`config.mk`:
```
export PLATFORM = sky130hd
export DESIGN_NAME = dcc_top
export DESIGN_NICKNAME = d
export VERILOG_FILES = /design/src/hdl/dcc_pkg.sv /design/src/hdl/dcc_top.sv
export SDC_FILE = /design/constraint.sdc
export NUM_CORES = 1
export LEC_CHECK = 0
export BUFFER_PORTS_ARGS = -buffer_cell sky130_fd_sc_hd__buf_2
export CORE_MARGIN = 1.5
export CORE_UTILIZATION = 40
export CTS_BUF_LIST = sky130_fd_sc_hd__clkbuf_8 sky130_fd_sc_hd__clkbuf_16
export DETAILED_ROUTE_END_ITERATION = 7
export HOLD_SLACK_MARGIN = 0.05
export PLACE_DENSITY = 0.77
export REMOVE_ABC_BUFFERS = 1
export SLEW_MARGIN = 10
export SYNTH_ARGS = -nofsm -noshare
export SYNTH_HDL_FRONTEND = slang
export SYNTH_SLANG_ARGS = --single-unit
```
`constraint.sdc`:
```
create_clock -name clk -period 5.1 [get_ports clk]
set_input_delay 1.02 -clock clk [delete_from_list [all_inputs] [get_ports clk]]
set_output_delay 1.02 -clock clk [all_outputs]
set_load 0.01 [all_outputs]
```
`src/hdl/dcc_pkg.sv`:
```
// package: register map, field positions and reset values of the comparator control block
package dcc_pkg;
    // register byte addresses (word aligned)
    localparam logic [3:0] DCC_ADDR_CTRL0   = 4'h0;
    localparam logic [3:0] DCC_ADDR_CTRL1   = 4'h4;
    localparam logic [3:0] DCC_ADDR_STATUS  = 4'h8;
    localparam logic [3:0] DCC_ADDR_ENABLE  = 4'hC;
    // the clear register alone sits in the upper half of the map
    localparam logic [4:0] DCC_ADDR_CLEAR   = 5'h10;
    // control field positions
    localparam int DCC_BIT_SEL   = 7;
    localparam int DCC_BIT_PWR   = 6;
    localparam int DCC_BIT_INV   = 5;
    localparam int DCC_BIT_RES   = 4;
    localparam int DCC_BIT_INT   = 3;
    localparam int DCC_BIT_HYS   = 0;
    // writable bits of a control register
    localparam logic [7:0] DCC_CTRL_WMASK = 8'hE9;
    localparam logic [7:0] DCC_CTRL_RESET = 8'h81;
    localparam logic [1:0] DCC_IRQ_RESET  = 2'h0;
endpackage

```
`src/hdl/dcc_top.sv`:
```
// design: two comparator control registers with result sync and change interrupts
`timescale 1ns/1ns
`default_nettype none

// Overview of operation
// Two comparator channels each have their own control register of identical layout.
// Bit 7 set hands the input pins to the comparator, clear keeps them as I/O.
// Bit 6 powers the comparator on when set and off when clear.
// Bit 5 set inverts the comparator result seen in the status bit.
// Bit 4 is read-only and shows the polarity-adjusted result of plus above minus.
// The output pin is driven only when bit 3 is clear and bit 7 is set.
// Bits 2 and 1 read as zero and ignore writes.
// Bit 0 turns the comparator hysteresis on when set.
// Pull-high resistors on the input pins are cut while the comparator owns them.
// A change of a result bit sets that channel's flag, which also wakes the device while that channel is powered.
// While the comparator owns the pins, I/O reads give zero for inputs, data for outputs.
// The raw comparator result is synchronised before it updates the result bit.
module dcc_top (
    input  wire logic       clk,
    input  wire logic       rst,
    input  wire logic       wb_cyc_i,
    input  wire logic       wb_stb_i,
    input  wire logic       wb_we_i,
    input  wire logic [4:0] wb_adr_i,
    input  wire logic [3:0] wb_sel_i,
    input  wire logic [31:0] wb_dat_i,
    output logic [31:0]     wb_dat_o,
    output logic            wb_ack_o,
    input  wire logic [1:0] cmp_raw,
    input  wire logic [1:0] port_dir_in,
    input  wire logic [1:0] port_data,
    output logic [1:0]      cmp_pin_select,
    output logic [1:0]      cmp_power_on,
    output logic [1:0]      cmp_hysteresis_on,
    output logic [1:0]      cmp_pullup_cut,
    output logic [1:0]      cmp_output_pin,
    output logic [1:0]      cmp_output_pin_oe,
    output logic [1:0]      io_read_value,
    output logic [1:0]      io_read_override,
    output logic [1:0]      wake,
    output logic            irq
);
    import dcc_pkg::*;

    logic [7:0]  ctrl_rd0;
    logic [7:0]  ctrl_rd1;
    logic [1:0]  ctrl_wr;
    logic [1:0]  result;
    logic [1:0]  change;
    logic [1:0]  status;
    logic [1:0]  next_status;
    logic [1:0]  enable;
    logic [1:0]  next_enable;
    logic        next_ack;
    logic [31:0] next_dat;
    logic        req;
    logic        wr_lane0;
    logic        hit_ctrl0;
    logic        hit_ctrl1;
    logic        hit_status;
    logic        hit_enable;
    logic        hit_clear;

    // a new request each cycle only while no ack is standing
    assign req      = wb_cyc_i && wb_stb_i && !wb_ack_o;
    assign wr_lane0 = req && wb_we_i && wb_sel_i[0];

    // decode; only the clear register sits above the low offsets
    assign hit_ctrl0  = wb_adr_i == {1'b0, DCC_ADDR_CTRL0};
    assign hit_ctrl1  = wb_adr_i == {1'b0, DCC_ADDR_CTRL1};
    assign hit_status = wb_adr_i == {1'b0, DCC_ADDR_STATUS};
    assign hit_enable = wb_adr_i == {1'b0, DCC_ADDR_ENABLE};
    assign hit_clear  = wb_adr_i == DCC_ADDR_CLEAR;
    assign ctrl_wr[0] = wr_lane0 && hit_ctrl0;
    assign ctrl_wr[1] = wr_lane0 && hit_ctrl1;

    // channel 0
    dcc_channel #(
        .CTRL_RESET       (DCC_CTRL_RESET)
    ) u_ch0 (
        .clk              (clk),
        .rst              (rst),
        .ctrl_wr          (ctrl_wr[0]),
        .ctrl_wdata       (wb_dat_i[7:0]),
        .raw              (cmp_raw[0]),
        .port_dir_in      (port_dir_in[0]),
        .port_data        (port_data[0]),
        .ctrl_rdata       (ctrl_rd0),
        .result           (result[0]),
        .change           (change[0]),
        .pin_select       (cmp_pin_select[0]),
        .power_on         (cmp_power_on[0]),
        .hysteresis_on    (cmp_hysteresis_on[0]),
        .pullup_cut       (cmp_pullup_cut[0]),
        .output_pin       (cmp_output_pin[0]),
        .output_pin_oe    (cmp_output_pin_oe[0]),
        .io_read_value    (io_read_value[0]),
        .io_read_override (io_read_override[0])
    );

    // channel 1: same hardware and layout, its own register
    dcc_channel #(
        .CTRL_RESET       (DCC_CTRL_RESET)
    ) u_ch1 (
        .clk              (clk),
        .rst              (rst),
        .ctrl_wr          (ctrl_wr[1]),
        .ctrl_wdata       (wb_dat_i[7:0]),
        .raw              (cmp_raw[1]),
        .port_dir_in      (port_dir_in[1]),
        .port_data        (port_data[1]),
        .ctrl_rdata       (ctrl_rd1),
        .result           (result[1]),
        .change           (change[1]),
        .pin_select       (cmp_pin_select[1]),
        .power_on         (cmp_power_on[1]),
        .hysteresis_on    (cmp_hysteresis_on[1]),
        .pullup_cut       (cmp_pullup_cut[1]),
        .output_pin       (cmp_output_pin[1]),
        .output_pin_oe    (cmp_output_pin_oe[1]),
        .io_read_value    (io_read_value[1]),
        .io_read_override (io_read_override[1])
    );

    // sticky flags: a new change wins over a clear in the same cycle
    always_comb begin
        next_status = status;
        if (wr_lane0 && hit_clear) begin
            next_status = status & ~wb_dat_i[1:0];
        end
        next_status = next_status | change;
    end

    // flag register
    always_ff @(posedge clk or posedge rst) begin
        if (rst) begin
            status <= DCC_IRQ_RESET;
        end else begin
            status <= next_status;
        end
    end

    // interrupt enable, written whole
    always_comb begin
        next_enable = enable;
        if (wr_lane0 && hit_enable) begin
            next_enable = wb_dat_i[1:0];
        end
    end

    // enable register
    always_ff @(posedge clk or posedge rst) begin
        if (rst) begin
            enable <= DCC_IRQ_RESET;
        end else begin
            enable <= next_enable;
        end
    end

    // one-cycle ack; the standing ack blocks a second take of one request
    always_comb begin
        next_ack = req;
    end

    // ack flop
    always_ff @(posedge clk or posedge rst) begin
        if (rst) begin
            wb_ack_o <= 1'b0;
        end else begin
            wb_ack_o <= next_ack;
        end
    end

    // read mux; unmapped offsets and the clear register read zero
    always_comb begin
        next_dat = 32'h0;
        if (req && !wb_we_i) begin
            unique case (wb_adr_i)
                {1'b0, DCC_ADDR_CTRL0}:  next_dat[7:0] = ctrl_rd0;
                {1'b0, DCC_ADDR_CTRL1}:  next_dat[7:0] = ctrl_rd1;
                {1'b0, DCC_ADDR_STATUS}: next_dat[1:0] = status;
                {1'b0, DCC_ADDR_ENABLE}: next_dat[1:0] = enable;
                default:                 next_dat = 32'h0;
            endcase
        end
    end

    // read data flop; zero outside a read so stale data never lingers
    always_ff @(posedge clk or posedge rst) begin
        if (rst) begin
            wb_dat_o <= 32'h0;
        end else begin
            wb_dat_o <= next_dat;
        end
    end

    // wake follows the flag of a powered channel; irq gated by enable
    assign wake = status & cmp_power_on;
    assign irq  = |(status & enable);
endmodule

// one channel: control register, synchronised result and pin controls
module dcc_channel #(
    parameter logic [7:0] CTRL_RESET = dcc_pkg::DCC_CTRL_RESET
) (
    input  wire logic       clk,
    input  wire logic       rst,
    input  wire logic       ctrl_wr,
    input  wire logic [7:0] ctrl_wdata,
    input  wire logic       raw,
    input  wire logic       port_dir_in,
    input  wire logic       port_data,
    output logic [7:0]      ctrl_rdata,
    output logic            result,
    output logic            change,
    output logic            pin_select,
    output logic            power_on,
    output logic            hysteresis_on,
    output logic            pullup_cut,
    output logic            output_pin,
    output logic            output_pin_oe,
    output logic            io_read_value,
    output logic            io_read_override
);
    import dcc_pkg::*;

    logic [7:0] ctrl;
    logic [7:0] next_ctrl;
    logic       sync_a;
    logic       next_sync_a;
    logic       sync_b;
    logic       next_sync_b;
    logic       next_result;

    // synchroniser next values; only sync_b is read beyond this pair
    always_comb begin
        next_sync_a = raw;
        next_sync_b = sync_a;
    end

    // two flops, so a metastable first stage never reaches the flag logic
    always_ff @(posedge clk or posedge rst) begin
        if (rst) begin
            sync_a <= 1'b0;
            sync_b <= 1'b0;
        end else begin
            sync_a <= next_sync_a;
            sync_b <= next_sync_b;
        end
    end

    // write keeps only the writable bits; bits 4, 2 and 1 stay zero in storage
    always_comb begin
        next_ctrl = ctrl;
        if (ctrl_wr) begin
            next_ctrl = ctrl_wdata & DCC_CTRL_WMASK;
        end
    end

    // control register
    always_ff @(posedge clk or posedge rst) begin
        if (rst) begin
            ctrl <= CTRL_RESET;
        end else begin
            ctrl <= next_ctrl;
        end
    end

    // polarity after sync; a powered-off comparator reads low
    always_comb begin
        next_result = ctrl[DCC_BIT_PWR] & (sync_b ^ ctrl[DCC_BIT_INV]);
    end

    // result flop; a polarity or power write also moves it and sets the flag
    always_ff @(posedge clk or posedge rst) begin
        if (rst) begin
            result <= 1'b0;
        end else begin
            result <= next_result;
        end
    end

    // high in the cycle before the result flop takes a new value
    assign change = result ^ next_result;

    // read-back: the live result stands in place of stored bit 4
    assign ctrl_rdata = ctrl | {3'h0, result, 4'h0};

    // pin and analog controls
    assign pin_select       = ctrl[DCC_BIT_SEL];
    assign power_on         = ctrl[DCC_BIT_PWR];
    assign hysteresis_on    = ctrl[DCC_BIT_HYS];
    assign pullup_cut       = ctrl[DCC_BIT_SEL];
    // pin stays I/O unless the comparator owns it and bit 3 is clear
    assign output_pin_oe    = ctrl[DCC_BIT_SEL] & ~ctrl[DCC_BIT_INT];
    assign output_pin       = result;
    // I/O read path while the comparator owns the pins
    assign io_read_override = ctrl[DCC_BIT_SEL];
    assign io_read_value    = port_dir_in ? 1'b0 : port_data;
endmodule
`default_nettype wire

```
# --- Yosys cells after proc, flatten, opt, wreduce, memory -nomap -nowiden ---
# Index checks and enable logic that the tools add are counted.
word_totals:
  register_bits: 53
  out_inout_bits: 52
  wordCells: 52
op_classes:
  eq_ne: 4
  muxes: 6
  n_bitwise: 17
  n_reduce_logical: 13
op_table:
  columns: ["operator", "n"]
  rows:
  - ["bitwise OR 8 x 5 -> 8 bit", 2]
  - ["one-hot mux 6 bit (2 select lines)", 1]
  - ["equality test 5 x 4 -> 1 bit (second input constant)", 2]
  - ["logical AND 1 bit", 9]
  - ["two-way mux 8 bit", 1]
  - ["one-hot mux 2 bit (4 select lines)", 1]
  - ["bitwise AND 2 bit", 3]
  - ["equality test 5 x 3 -> 1 bit (second input constant)", 1]
  - ["equality test 5 bit (second input constant)", 1]
  - ["zero test 5 bit", 1]
  - ["bitwise AND 1 bit", 4]
  - ["bitwise XOR 1 bit", 4]
  - ["zero test 1 bit", 2]
  - ["two-way mux 1 bit", 2]
  - ["two-way mux 2 bit", 1]
  - ["NOT 1 bit", 2]
  - ["NOT 2 bit", 1]
  - ["bitwise OR 2 bit", 1]
  - ["OR reduction 2 bit", 1]

# --- Depth between registers and ports, before layout ---
depth:
  ltp_word: 7
  depth_mapped: 4

# --- By module ---
# From an unflattened synthesis, not the netlist that was laid out.
hier_totals:
  hier_cells: 151
  area_unflattened_um2: 1630.3
modules_own_cells:
  columns: ["mod", "n_inst", "cells_per_inst", "area_per_inst_um2", "seq_area_each_um2"]
  rows:
  - ["dcc_top", 1, 93, 869.6, 325.3]
  - ["dcc_channel", 2, 29, 380.4, 202.7]

# --- Worst setup path after synthesis ---
# Ideal clock, no wire load.
synth_path:
  kind: "input -> register"
  from: "input port wb_adr_i[4]"
  to: "register enable[0]"
  setup_ns: 0.125
  t_arrival_ns: 2.207
  path_slack_ns: 2.768
  stages: 3
  n_path_buf: 0
  path_cell_list: "nor4b_4 > or4b_4 > mux2_4"
synth_between:
  elab_chain_len: 2
synth_rtl:
  columns: ["element", "line_no", "text"]
  rows:
  - ["start, declared", "dcc_top.sv:24", "input wire logic [4:0] wb_adr_i,"]
  - ["equality test 5 x 4 -> 1 bit", "dcc_top.sv:72", "assign hit_enable = wb_adr_i == {1'b0, DCC_ADDR_ENABLE};"]
  - ["logical AND 1 bit", "dcc_top.sv:146", "if (wr_lane0 && hit_enable) begin"]
  - ["end signal, assigned", "dcc_top.sv:156", "enable <= next_enable;"]
  - ["end, declared", "dcc_top.sv:52", "logic [1:0] enable;"]
# Every way passes these cells.
# A chain may end at the register's enable or synchronous reset.

# --- Final worst setup path ---
layout_path:
  from: "input port wb_adr_i[4]"
  to: "register u_ch1.ctrl[3]"
layout_between:
  elab_chain_len: 2
layout_rtl:
  columns: ["element", "line_no", "text"]
  rows:
  - ["equality test 5 x 3 -> 1 bit", "dcc_top.sv:70", "assign hit_ctrl1 = wb_adr_i == {1'b0, DCC_ADDR_CTRL1};"]
  - ["logical AND 1 bit", "dcc_top.sv:75", "assign ctrl_wr[1] = wr_lane0 && hit_ctrl1;"]
  - ["end signal, assigned", "dcc_top.sv:265", "ctrl <= next_ctrl;"]
  - ["end, declared", "dcc_top.sv:227", "logic [7:0] ctrl;"]
# Every way passes these cells.

==> results.py <==
metrics = {
    "yosys": {
        "synthFlopType": "dfrtp_1",
        "netlist_instances": 139,
        "synth-seq-cells": 28,
        "yosys_warnings": 0,
        "avgSynthCellArea_um2": 11.4,
        "async_flop_share_pct": 100,
        "synthesis.area_um2": 1580,
        "synth-edff-count": 0,
        "synth.distinct_cells": 29,
        "ys_seq_area_share_pct": 44.7,
    },
    "timing": {
        "rsz0062_at_grt": "no",
        "min_period_over_period_pct": 47.4,
        "fmaxAchievable_ghz": 0.414,
        "drv_slew": 0,
        "finalCriticalPeriod_ns": 2.42,
        "finalSetupViolCount": 0,
        "finalHoldViolCount": 0,
        "worst_slew_pin_slew_ns": 1.01,
        "relSlewSlack_pct": 32.4,
        "fin_tns_setup_ns": 0,
        "hold_slack_ns": 0.355,
        "fin_skew_ns": 0.00227,
    },
    "pwr": {
        "p_sw_share_pct": 24.7,
        "ir_worst_vdd_uv": 157,
        "seqPwrFrac_pct": 55.6,
        "power_frac_comb_pct": 13.0,
        "switchingPower_mw": 0.105,
        "power.density_nw_per_um2": 247,
        "clock_power_share_pct": 31.4,
        "p_total_mw": 0.425,
        "leakagePower_nw": 0.909,
        "power.internal_mw": 0.320,
    },
    "placed_design": {
        "io_buffers": 49,
        "gp_congestion": 0.742,
        "dpl.hpwl_um": 2200,
    },
    "setup_path": {
        "path_class": "input port to register",
        "crit_fanout": 11,
        "cp-start-kind": "input port",
        "cp.arrival_ns": 2.58,
        "worstPathRequired_ns": 5.26,
        "end_kind": "register",
    },
    "floorplanning": {
        "rows": 22,
        "chipWidth_um": 65.8,
        "die_area_um2": 4330,
        "pin_count": 104,
        "core_um2": 3720,
        "start_util_pct": 42.5,
        "die_h_um": 65.8,
    },
    "layout": {
        "mostFrequentLayoutCells": "buf_2 (49), conb_1 (25), dfrtp_1 (24), mux2_2 (11), a21oi_1 (8)",
        "diodes": 0,
        "drive_gt1_share_pct": 43.7,
        "final_nets": 227,
        "syn_to_final_growth_pct": 8.80,
        "layout_commonest_cell": "buf_2",
    },
    "cts": {
        "htree_levels": 1,
        "cts_buffer_depth": 2,
        "cts_root_buf": "clkbuf_8",
        "clock-sinks": 28,
        "hold_buffers": 0,
        "cts_resized": 0,
        "cts_tree": "built",
        "cts_inserted_buffers": 3,
        "clkLatencyLatePin_ns": 0.27,
        "post_cts_buffers": 0,
        "clkTransAtPathRegs_ns": 0.09,
    },
    "grt": {
        "grt_max_degree": 29,
        "grt_pass1_vias": 1039,
        "grt_use_total_pct": 14.1,
        "grt-ovfl-total": 0,
        "grt_pass1_wl_um": 4770,
        "grt_antenna_before_repair": 0,
    },
    "detailed_routing": {
        "wl_um": 2860,
        "post_drt_wl_per_cell_um": 12.9,
        "drt-initial-drc-count": 24,
        "via_per_inst": 4.82,
        "first_pass_iters": 4,
        "detail-route-antenna-nets": 0,
        "vias": 1070,
        "drc": 0,
    },
    "worst_hold_path": {
        "holdCritPathClass": "register to register",
    },
    "flow_run": {
        "cap_violations": 0,
    },
    "outcome": {
        "status": "finished, final reports clean",
    },
}
## worst paths after layout
check | start | end | slack [ns] | cells after the start
hold reg to reg | u_ch0.next_sync_b$_DFF_PP0_ | u_ch0.sync_b$_DFF_PP0_ | 0.35 | 0
max in group asynchronous | rst | wb_dat_o[1]$_DFF_PP0_ | 3.51 | 2
hold / removal | u_ch0.next_sync_b$_DFF_PP0_ | u_ch0.sync_b$_DFF_PP0_ | 0.35 | 0
min in group asynchronous | rst | u_ch0.next_sync_b$_DFF_PP0_ | 0.98 | 2
setup / recovery | wb_adr_i[4] | u_ch1.ctrl[3]$_DFFE_PP0P_ | 2.68 | 4
setup reg to reg | wb_ack_o$_DFF_PP0_ | u_ch0.ctrl[5]$_DFFE_PP0P_ | 3.26 | 3
## routing by layer
metal	share of wire, %	global-route usage [%]	up-vias
li1	-	-	485
met1	39	18.9	518
met2	51	24.2	67
met3	9.3	2.39	0
met4	0	2.34	0
met5	0	0	-
## through the flow
stage | utilization [%] | setup slack [ns] | std cells | cell area [um2]
detailed placement | 44.7 | 2.38 | 218 | 1660
CTS | 46.2 | 2.68 | 222 | 1720
finish | 46.2 | 2.68 | 222 | 1720
global placement | 44.7 | 2.41 | 218 | 1660
global route | 46.2 | 2.57 | 222 | 1720
floorplan | - | 2.77 | 121 | 1360
## registers in the layout, summed over array words and instances (netlist names)
register and cells:
wb_dat_o 7, u_ch0.sync_b 1, u_ch0.next_sync_b 1, u_ch1.output_pin 1
wb_ack_o 1, status 2, enable 2, u_ch0.ctrl 5
u_ch1.ctrl 5, u_ch1.next_sync_b 1, u_ch0.output_pin 1, u_ch1.sync_b 1
## cells by family after synthesis
kind of cell | after synthesis | synth area share (%)
compound gates | 13 | 4.83
xor+xnor | 2 | 1.11
buf+inv | 45 | 20.4
flops | 28 | 44.7
mux | 15 | 11.0
other cells | 1 | 0.237
simple gates | 35 | 17.7
## worst max-delay path: stages
cell and delay (ns):
buf_2 0.17, nor4b_4 0.48, nor4b_4 0.51, mux2_2 0.39
## area by class of cell
type / instances / area [um2]
Fill cell: 364 / 2000
Multi-Input combinational cell: 90 / 641
Sequential cell: 28 / 706
Inverter: 3 / 11.3
Tap cell: 48 / 60.1
Clock buffer: 4 / 55.1
Timing Repair Buffer: 49 / 245
## Yosys cell counts (3+ instances only)
cell type | n | share of area (%)
nor2b_1 | 4 | 1.6
dfstp_2 | 4 | 6.7
nand2_1 | 4 | 0.95
a21oi_1 | 8 | 2.5
inv_1 | 3 | 0.71
nand3b_1 | 6 | 2.9
and2_1 | 4 | 1.6
nand3_1 | 5 | 1.6
dfrtp_1 | 24 | 38
buf_4 | 41 | 19
mux2_2 | 11 | 7.8
## power groups by stage
stage,clock (mW),sequential (mW),combinational (mW)
after CTS,0.138,0.236,0.0557
after global routing,0.146,0.237,0.0625
final,0.134,0.236,0.0552
after detailed placement,0,0.241,0.0556
after global placement,0,0.240,0.0547
after floorplan,0,0.241,0.0300
Note: power is estimated with default switching activity, not from simulation.
